<file path="src/wwdt_pkg.sv">
// package: constants, register map and types of the watch and watchdog timer
package wwdt_pkg;

  // ---------------------------------------------------------------
  // register map
  // ---------------------------------------------------------------
  localparam logic [9:0] WWDT_ADDR_WDOG_CTRL = 10'h0DF;
  localparam logic [9:0] WWDT_ADDR_WATCH_MODE = 10'h0EF;
  localparam logic [9:0] WWDT_ADDR_IRQ_STATUS = 10'h0F0;
  localparam logic [9:0] WWDT_ADDR_IRQ_MASK = 10'h0F1;
  localparam logic [9:0] WWDT_ADDR_COUNT = 10'h0F2;

  // watch mode fields
  localparam int WWDT_WM_INTV_LSB = 0;
  localparam int WWDT_WM_CSEL_LSB = 2;
  localparam int WWDT_WM_EN_BIT = 6;
  localparam logic [7:0] WWDT_WM_MASK = 8'h4F;

  // watchdog control fields
  localparam int WWDT_WD_CLR_BIT = 5;
  localparam int WWDT_WD_EN_BIT = 4;
  localparam int WWDT_WD_OMODE_BIT = 3;
  localparam logic [7:0] WWDT_WD_RESET = 8'h18;

  // status / mask bit positions
  localparam int WWDT_ST_WATCH = 0;
  localparam int WWDT_ST_WDOG = 1;

  // source codes
  localparam logic [1:0] WWDT_SRC_SUB = 2'h0;
  localparam logic [1:0] WWDT_SRC_DIV = 2'h1;
  localparam logic [1:0] WWDT_SRC_MAIN = 2'h2;

  localparam logic [6:0] WWDT_DIV_LAST = 7'h7F;
  localparam logic [13:0] WWDT_CNT_LAST = 14'h3FFF;
  localparam logic [1:0] WWDT_WD_LAST = 2'h3;

  typedef struct packed {
    logic [1:0] intv;
    logic [1:0] csel;
    logic en;
  } wwdt_mode_t;

  typedef struct packed {
    logic en;
    logic omode;
  } wwdt_wdctl_t;

endpackage : wwdt_pkg

</file>
<file path="src/wwdt_top.sv">
// watch timer with 2-bit watchdog behind an avalon-mm slave
`timescale 1ns/1ps
module wwdt_top
  import wwdt_pkg::*;
(
  input wire logic clk,
  input wire logic reset_n,
  input wire logic [9:0] avs_address,
  input wire logic avs_read,
  input wire logic avs_write,
  input wire logic [7:0] avs_writedata,
  output logic [7:0] avs_readdata,
  output logic avs_waitrequest,
  input wire logic sub_tick,
  input wire logic main_tick,
  input wire logic stop_mode,
  input wire logic sub_clock_mode,
  output logic watch_irq,
  output logic irq,
  output logic wake_req,
  output logic wdog_reset_n,
  output logic main_osc_on
);

  // ---------------------------------------------------------------
  // pin synchronisers
  // ---------------------------------------------------------------
  logic [2:0] sub_sync_reg;
  logic [2:0] main_sync_reg;
  logic stop_s1_reg;
  logic stop_reg;
  logic subm_s1_reg;
  logic subm_reg;

  always_ff @(posedge clk or negedge reset_n)
  begin
    if (!reset_n)
    begin
      sub_sync_reg <= 3'h0;
      main_sync_reg <= 3'h0;
      stop_s1_reg <= 1'b0;
      stop_reg <= 1'b0;
      subm_s1_reg <= 1'b0;
      subm_reg <= 1'b0;
    end
    else
    begin
      sub_sync_reg <= {sub_sync_reg[1:0], sub_tick};
      main_sync_reg <= {main_sync_reg[1:0], main_tick};
      stop_s1_reg <= stop_mode;
      stop_reg <= stop_s1_reg;
      subm_s1_reg <= sub_clock_mode;
      subm_reg <= subm_s1_reg;
    end
  end

  // rising edges, taken from stages 2 and 3 only
  logic sub_edge;
  logic main_edge;
  assign sub_edge = sub_sync_reg[1] & ~sub_sync_reg[2];
  assign main_edge = main_sync_reg[1] & ~main_sync_reg[2];

  // ---------------------------------------------------------------
  // registers
  // ---------------------------------------------------------------
  wwdt_mode_t mode_reg;
  wwdt_wdctl_t wdctl_reg;
  logic [1:0] status_reg;
  logic [1:0] mask_reg;
  logic [6:0] div_reg;
  logic [13:0] cnt_reg;
  logic [1:0] wd_cnt_reg;
  logic wd_fire_reg;

  logic wr_mode;
  logic wr_wdctl;
  logic wr_status;
  logic wr_mask;
  logic wd_clear;
  assign wr_mode = avs_write && avs_address == WWDT_ADDR_WATCH_MODE;
  assign wr_wdctl = avs_write && avs_address == WWDT_ADDR_WDOG_CTRL;
  assign wr_status = avs_write && avs_address == WWDT_ADDR_IRQ_STATUS;
  assign wr_mask = avs_write && avs_address == WWDT_ADDR_IRQ_MASK;
  // strobe only, nothing stores it
  assign wd_clear = wr_wdctl && avs_writedata[WWDT_WD_CLR_BIT];

  // ---------------------------------------------------------------
  // read handshake
  // ---------------------------------------------------------------
  // reads hold one wait state so registered data stands when
  // waitrequest drops; writes never wait
  logic rd_done_reg;
  logic rd_take;
  assign rd_take = avs_read && !rd_done_reg;

  always_ff @(posedge clk or negedge reset_n)
  begin
    if (!reset_n)
      rd_done_reg <= 1'b0;
    else
      rd_done_reg <= rd_take;
  end

  assign avs_waitrequest = rd_take;

  always_ff @(posedge clk or negedge reset_n)
  begin
    if (!reset_n)
    begin
      mode_reg <= '0;
      mask_reg <= 2'h0;
    end
    else
    begin
      if (wr_mode)
      begin
        mode_reg.intv <= avs_writedata[WWDT_WM_INTV_LSB +: 2];
        mode_reg.csel <= avs_writedata[WWDT_WM_CSEL_LSB +: 2];
        mode_reg.en <= avs_writedata[WWDT_WM_EN_BIT];
      end
      if (wr_mask)
        mask_reg <= avs_writedata[1:0];
    end
  end

  // enable resets to one with reset output chosen
  always_ff @(posedge clk or negedge reset_n)
  begin
    if (!reset_n)
    begin
      wdctl_reg.en <= WWDT_WD_RESET[WWDT_WD_EN_BIT];
      wdctl_reg.omode <= WWDT_WD_RESET[WWDT_WD_OMODE_BIT];
    end
    else if (wr_wdctl)
    begin
      wdctl_reg.en <= avs_writedata[WWDT_WD_EN_BIT];
      wdctl_reg.omode <= avs_writedata[WWDT_WD_OMODE_BIT];
    end
  end

  // ---------------------------------------------------------------
  // clock source and counters
  // ---------------------------------------------------------------
  // main clock stops in stop mode, so main-derived ticks are gated
  logic main_ok;
  logic src_tick;
  logic div_tick;
  assign main_ok = main_edge && !stop_reg;
  assign div_tick = main_ok && div_reg == WWDT_DIV_LAST;

  always_comb
  begin
    case (mode_reg.csel)
      WWDT_SRC_SUB: src_tick = sub_edge;
      WWDT_SRC_DIV: src_tick = div_tick;
      // test-only selection, left usable
      WWDT_SRC_MAIN: src_tick = main_ok;
      default: src_tick = 1'b0;
    endcase
  end

  always_ff @(posedge clk or negedge reset_n)
  begin
    if (!reset_n)
      div_reg <= 7'h0;
    else if (main_ok)
      div_reg <= div_reg + 7'h1;
  end

  logic cnt_step;
  assign cnt_step = src_tick && mode_reg.en;

  // free running: no software path clears it
  always_ff @(posedge clk or negedge reset_n)
  begin
    if (!reset_n)
      cnt_reg <= 14'h0;
    else if (cnt_step)
      cnt_reg <= cnt_reg + 14'h1;
  end

  // interval taps: 0 -> bit 13, 1 -> bit 11, 2 -> bit 9, 3 -> bit 13
  function automatic logic tap_hit(input logic [13:0] c, input logic [1:0] sel);
    case (sel)
      2'h1: tap_hit = c[11:0] == 12'hFFF;
      2'h2: tap_hit = c[9:0] == 10'h3FF;
      default: tap_hit = c == WWDT_CNT_LAST;
    endcase
  endfunction : tap_hit

  logic watch_event;
  logic match_event;
  assign watch_event = cnt_step && tap_hit(cnt_reg, mode_reg.intv);
  assign match_event = cnt_step && cnt_reg == WWDT_CNT_LAST;

  // ---------------------------------------------------------------
  // watchdog
  // ---------------------------------------------------------------
  logic wd_run;
  logic wd_over;
  assign wd_run = wdctl_reg.en && mode_reg.en;
  assign wd_over = wd_run && match_event && wd_cnt_reg == WWDT_WD_LAST;

  always_ff @(posedge clk or negedge reset_n)
  begin
    if (!reset_n)
      wd_cnt_reg <= 2'h0;
    else if (wd_clear)
      wd_cnt_reg <= 2'h0;
    else if (wd_run && match_event)
      wd_cnt_reg <= wd_cnt_reg + 2'h1;
  end

  // one-cycle reset pulse; mode one drives reset, zero raises flag
  always_ff @(posedge clk or negedge reset_n)
  begin
    if (!reset_n)
      wd_fire_reg <= 1'b0;
    else
      wd_fire_reg <= wd_over && wdctl_reg.omode;
  end

  assign wdog_reset_n = ~wd_fire_reg;

  // main oscillator pulsed on for one cycle by a watchdog reset in sub-clock mode
  always_ff @(posedge clk or negedge reset_n)
  begin
    if (!reset_n)
      main_osc_on <= 1'b0;
    else if (wd_over && wdctl_reg.omode && subm_reg)
      main_osc_on <= 1'b1;
    else
      main_osc_on <= 1'b0;
  end

  // ---------------------------------------------------------------
  // interrupts: set wins over write-one-clear
  // ---------------------------------------------------------------
  logic [1:0] set_bits;
  assign set_bits = {wd_over && !wdctl_reg.omode, watch_event};

  always_ff @(posedge clk or negedge reset_n)
  begin
    if (!reset_n)
      status_reg <= 2'h0;
    else
      status_reg <= (status_reg & ~(wr_status ? avs_writedata[1:0] : 2'h0)) | set_bits;
  end

  assign irq = |(status_reg & mask_reg);
  assign watch_irq = status_reg[WWDT_ST_WATCH] & mask_reg[WWDT_ST_WATCH];
  // stop release only when enabled before
  assign wake_req = watch_irq;

  // ---------------------------------------------------------------
  // read path
  // ---------------------------------------------------------------
  always_ff @(posedge clk or negedge reset_n)
  begin
    if (!reset_n)
      avs_readdata <= 8'h0;
    else if (rd_take)
    begin
      case (avs_address)
        WWDT_ADDR_WATCH_MODE: avs_readdata <= {1'b0, mode_reg.en, 2'h0, mode_reg.csel, mode_reg.intv};
        WWDT_ADDR_WDOG_CTRL: avs_readdata <= {3'h0, wdctl_reg.en, wdctl_reg.omode, 1'b0, wd_cnt_reg};
        WWDT_ADDR_IRQ_STATUS: avs_readdata <= {6'h0, status_reg};
        WWDT_ADDR_IRQ_MASK: avs_readdata <= {6'h0, mask_reg};
        WWDT_ADDR_COUNT: avs_readdata <= cnt_reg[13:6];
        default: avs_readdata <= 8'h0;
      endcase
    end
  end
endmodule : wwdt_top
</file>
<file path="config.mk">
export PLATFORM = sky130hd
export DESIGN_NAME = wwdt_top
export DESIGN_NICKNAME = d
export VERILOG_FILES = /design/src/wwdt_pkg.sv /design/src/wwdt_top.sv
export SDC_FILE = /design/constraint.sdc
export NUM_CORES = 1
export LEC_CHECK = 0
export BUFFER_PORTS_ARGS = -buffer_cell sky130_fd_sc_hd__buf_2
export CAP_MARGIN = 20
export CORE_ASPECT_RATIO = 1.75
export CORE_MARGIN = 1.5
export CORE_UTILIZATION = 50
export DETAILED_ROUTE_END_ITERATION = 16
export GPL_TIMING_DRIVEN = 0
export PLACE_DENSITY = 0.81
export SYNTH_ARGS = -nofsm -noshare
export SYNTH_HDL_FRONTEND = slang
export SYNTH_SLANG_ARGS = --single-unit
</file>
<file path="constraint.sdc">
create_clock -name clk -period 2.3 [get_ports clk]
set_input_delay 0.23 -clock clk [delete_from_list [all_inputs] [get_ports clk]]
set_output_delay 0.23 -clock clk [all_outputs]
set_load 0.005 [all_outputs]
</file>
# ---- Word-level counts from Yosys, hierarchy flattened
# Cells that the tools add are included.
# W data, S select, Z words.
dict set report classes {
  muxes 7
  n_bitwise 10
  reduce_logical 23
  addsub 3
  eq_ne 14
}
# op n
set op_table {}
lappend op_table {{$eq A10 B8 Y1 const B} 5}
lappend op_table {{$pmux W8 S5} 1}
lappend op_table {{$logic_and A1 B1 Y1} 17}
lappend op_table {{$add A14 B1 Y14 const B} 1}
lappend op_table {{$eq A14 B14 Y1 const B} 1}
lappend op_table {{$eq A12 B12 Y1 const B} 1}
lappend op_table {{$eq A10 B10 Y1 const B} 1}
lappend op_table {{$add A7 B1 Y7 const B} 1}
lappend op_table {{$eq A7 B7 Y1 const B} 1}
lappend op_table {{$eq A2 B2 Y1 const B} 3}
lappend op_table {{$mux W2} 3}
lappend op_table {{$and A2 B2 Y2} 2}
lappend op_table {{$eq A2 B1 Y1 const B} 2}
lappend op_table {{$and A1 B1 Y1} 3}
lappend op_table {{$logic_not A1 Y1} 3}
lappend op_table {{$not A1 Y1} 3}
lappend op_table {{$pmux W1 S3} 1}
lappend op_table {{$add A2 B1 Y2 const B} 1}
lappend op_table {{$logic_not A2 Y1} 1}
lappend op_table {{$not A2 Y2} 1}
lappend op_table {{$or A2 B2 Y2} 1}
lappend op_table {{$pmux W1 S2} 1}
lappend op_table {{$reduce_bool A2 Y1} 1}
lappend op_table {{$reduce_or A2 Y1} 1}
lappend op_table {{$mux W1} 1}
dict set report word_totals {
  elab_cells 77
  output_inout_bits 14
  in_bits 26
  ff_bits 55
}

# ---- Logic depth before layout (Yosys ltp)
dict set report depth {
  word_depth 12
  ltp_mapped 6
  ltp_nobuf 6
}

# ---- Worst setup path after synthesis
# OpenSTA, ideal clock, no wires.
dict set report synth_path {
  kind {register to register}
  from {reg main_sync_reg[2]}
  to {reg cnt_reg[12]}
  path_slack_ps 504
  path_stages_with_launch 7
  setup_time_ps 124
  arrival_ps 1672
  t_required_ps 2176
  n_path_buf 2
  period_less_slack_ps 1796
  path_cell_list {dfrtp_1 -> or3b_1 -> buf_6 -> nor4_4 -> buf_6 -> o2111ai_2 -> xnor2_1}
}
dict set report synth_via {
  elab_chain_len 6
}
# item line
set synth_rtl {}
lappend synth_rtl {{start: declaration} wwdt_top.sv:29} ;# logic [2:0] main_sync_reg;
lappend synth_rtl {{start signal: assignment} wwdt_top.sv:49} ;# main_sync_reg <= {main_sync_reg[1:0], main_tick};
lappend synth_rtl {{$not A1 Y1 *} wwdt_top.sv:61} ;# assign main_edge = main_sync_reg[1] & ~main_sync_reg[2];
lappend synth_rtl {{$and A1 B1 Y1 *} wwdt_top.sv:61}
lappend synth_rtl {{$logic_and A1 B1 Y1 *} wwdt_top.sv:148} ;# assign main_ok = main_edge && !stop_reg;
lappend synth_rtl {{$logic_and A1 B1 Y1} wwdt_top.sv:149} ;# assign div_tick = main_ok && div_reg == WWDT_DIV_LAST;
lappend synth_rtl {{$pmux W1 S3 *} wwdt_top.sv:153} ;# case (mode_reg.csel)
lappend synth_rtl {{$logic_and A1 B1 Y1 *} wwdt_top.sv:171} ;# assign cnt_step = src_tick && mode_reg.en;
lappend synth_rtl {{end signal: assignment} wwdt_top.sv:179} ;# cnt_reg <= cnt_reg + 14'h1;
lappend synth_rtl {{end: declaration} wwdt_top.sv:71} ;# logic [13:0] cnt_reg;
# Every way passes the cells marked *; elsewhere a longest branch is shown, timed or not.
# A chain may end at the register's enable or synchronous reset.

# ---- Worst setup path after layout
dict set report layout_path {
  from {reg main_sync_reg[2]}
  to {reg wd_cnt_reg[0]}
}
dict set report layout_via {
  elab_chain_len 9
}
# item line
set layout_rtl {}
lappend layout_rtl {{$not A1 Y1 *} wwdt_top.sv:61}
lappend layout_rtl {{$and A1 B1 Y1 *} wwdt_top.sv:61}
lappend layout_rtl {{$logic_and A1 B1 Y1 *} wwdt_top.sv:148}
lappend layout_rtl {{$logic_and A1 B1 Y1} wwdt_top.sv:149}
lappend layout_rtl {{$pmux W1 S3 *} wwdt_top.sv:153}
lappend layout_rtl {{$logic_and A1 B1 Y1 *} wwdt_top.sv:171}
lappend layout_rtl {{$logic_and A1 B1 Y1 *} wwdt_top.sv:194} ;# assign match_event = cnt_step && cnt_reg == WWDT_CNT_LAST;
lappend layout_rtl {{$logic_and A1 B1 Y1 *} wwdt_top.sv:210} ;# else if (wd_run && match_event)
lappend layout_rtl {{$reduce_bool A2 Y1 (no source line) *} n/a}
lappend layout_rtl {{end signal: assignment} wwdt_top.sv:211} ;# wd_cnt_reg <= wd_cnt_reg + 2'h1;
lappend layout_rtl {{end: declaration} wwdt_top.sv:72} ;# logic [1:0] wd_cnt_reg;
# Marked as above.

==> metrics.txt <==
outcome=finished, final reports clean; mean number of vias per cell=5.80; Setup violations, final=0; most frequent cells in the layout=53 x dfrtp_1, 39 x buf_2, 21 x nand2_1; post-cts resize count=0; Initial DRC Count=105; commonest register cell after synthesis=dfrtp_1; WL final=5400 um; IO Count=40; estimated wirelength of the detail-placed design=4080 um; max incr delay on CP=470 ps; most common cell after layout, fill and taps aside=dfrtp_1; maximum vdd drop=0.584 mV; Slew Viols, Final=0; number of clock buffers inserted by TritonCTS=5; CP endpoint kind=flip-flop; synthesized area per cell=11.6 sq um; Final Hold Viols=0; Synth top area share=51.0%; largest net degree at the start of global routing=42; later-pin clock latency in the skew report=320 ps; Switching Share=24.9%; Clock Tree Root=clkbuf_8; first-pass GRT wire length=9300 um; share of layout cells above drive strength 1=24.8%; Total Power=1.79 mW; hold_sp=sub_clock_mode; Synth Instances=225; fin nets=304; Comb power frac=8.3%; vias in the first global route=2011; drt drc=0; synthesized area=2600 sq um; GRT Overall Usage=21.2%; cells along the critical path=or3b_1, buf_6, nor4_4, o2111a_1, mux2i_1; sequential share of power=59.3%; drt first pass iters=4; setup_tns=0 ps; leading area contributor after synthesis=dfrtp_1; GRT Residual Overflow=0; LEAKAGE=1.43 nW; CTS Sinks=55; post-route ant nets=0; CP startpoint=main_sync_reg[2]; die height=98.4 um; f_max=500 MHz; die width=57.5 um; YS warnings=0; area delta synth->final=15.7%; Min-Delay Path Class=in2reg; CP required=2540 ps; worst-path maximum fanout=6; Longest Clk Path Bufs=2; Yosys cell types=48; max-cap violation count=0; kind of critical path=reg2reg; vias=1904; clock group share of total power=32.4%; slowest CP cell=nor4_4; Startpoint Class=flip-flop; H-Tree Depth=2; Int Pwr=1.34 mW; routability cong.=0.848; number of antenna violations at the first check in global routing=0; Buffers on Ports=36; n_diodes=0; Synthesized Nets=256; #FFs+latches synth=55; Slew Limit Headroom=40.9%; die footprint=5660 sq um; crit path DAT=2240 ps; Post-synth EDFFs=0; cell row count=34; Wirelength per Cell=16.5 um; pwr dens=593 nW/um^2; crit share post-route=87.0%; Setup Skew=9.37 ps; Area contributors post-synth=dfrtp_1 51%, xnor2_1 5.4%, mux2_2 3.5%, nand2_1 3.0%, ha_1 2.4%; RSZ-0062 raised after global routing=false; Worst-path clk slew=100 ps; register area share after synthesis=53.0%; CTS tree=yes; asr flop ratio synth=100%; Slew @ Worst Pin=879 ps; setup bufs post-CTS=0; NetSw=445 uW; max reg flops=14; core footprint=4980 sq um; Period minus WS final=2000 ps; initial core utilization=52.3%; worst r2r src=main_sync_reg[2]
-- per-stage QoR --
stage	util, %	instance area, sq um	cells	hold slack [ps]	setup WS (ps)
after floorplan	-	2600	225	-65.6	504
after global placement	57.3	2850	315	334	321
after detailed placement	57.7	2870	316	161	302
after CTS	59.9	2980	325	2.55	309
after global routing	60.5	3010	328	10.2	195
final	60.5	3010	328	19.7	300
-- timing repair --
action | in CTS | in global routing
endpoints found under the hold margin | 14 | 3
hold buffers | 1 | 3
setup endpoints to repair | 0 | 0
-- cells in the mapped netlist, drive strengths merged, types with 6 or more instances --
library cell   n
dfrtp         53
nand2         21
xnor2         16
inv           11
nand3          9
mux2           8
o21ai          7
buf            6
mux2i          6
nor2           6
nor3           6
o211ai         6
-- power by group through the flow --
stage               Combinational [mW]  Sequential, mW  Clock, mW
floorplan                       0.0801            1.07          0
global placement                 0.133            1.07          0
detailed placement               0.144            1.08          0
CTS                              0.147            1.06      0.601
global route                     0.168            1.07      0.638
finish                           0.148            1.06      0.579
-- cell families after synthesis --
logic type | after synthesis | share of synthesized area (%)
AO/OA/AOI/OAI | 37 | 12.1
XOR/XNOR | 19 | 6.39
adder cells (fa/ha/maj) | 5 | 2.40
buffers and inverters | 20 | 3.75
flip-flops | 55 | 53.0
multiplexers | 14 | 5.77
AND/OR/NAND/NOR | 75 | 16.6
-- per-layer routing --
metal	wire length (um)	global-route usage (%)
met5	0	0
met4	288	13.4
met3	219	3.94
met2	2810	35.4
met1	2080	24.1
-- layout make-up --
class                   instances  area, sq um
plain buffers                   9         56.3
inverters                      11         41.3
fillers                       399         1970
flip-flops and latches         55         1380
well taps                      54         67.6
clock buffers                   6         82.6
repair buffers                 41          240
clock inverters                 2         17.5
multi-input cells             150         1130
-- final timing paths --
kind,endpoint,slack [ps],cells after the start
hold / removal,subm_s1_reg,20,1
setup reg to reg,wd_cnt_reg[0],300,5
hold reg to reg,main_sync_reg[1],360,0
min in group asynchronous,main_sync_reg[2],340,2
max in group asynchronous,wdctl_reg[0],1350,3
setup / recovery,wd_cnt_reg[0],300,5
-- critical path: cells and delay by family (launching register included) --
| family | cells | cell delay [ps] |
|---|---|---|
| flip-flops | 1 | 380 |
| multiplexers | 1 | 220 |
| AND/OR/NAND/NOR | 2 | 860 |
| buffers and inverters | 1 | 150 |
| AO/OA/AOI/OAI | 1 | 310 |
Note: power is estimated with default switching activity, not from simulation.
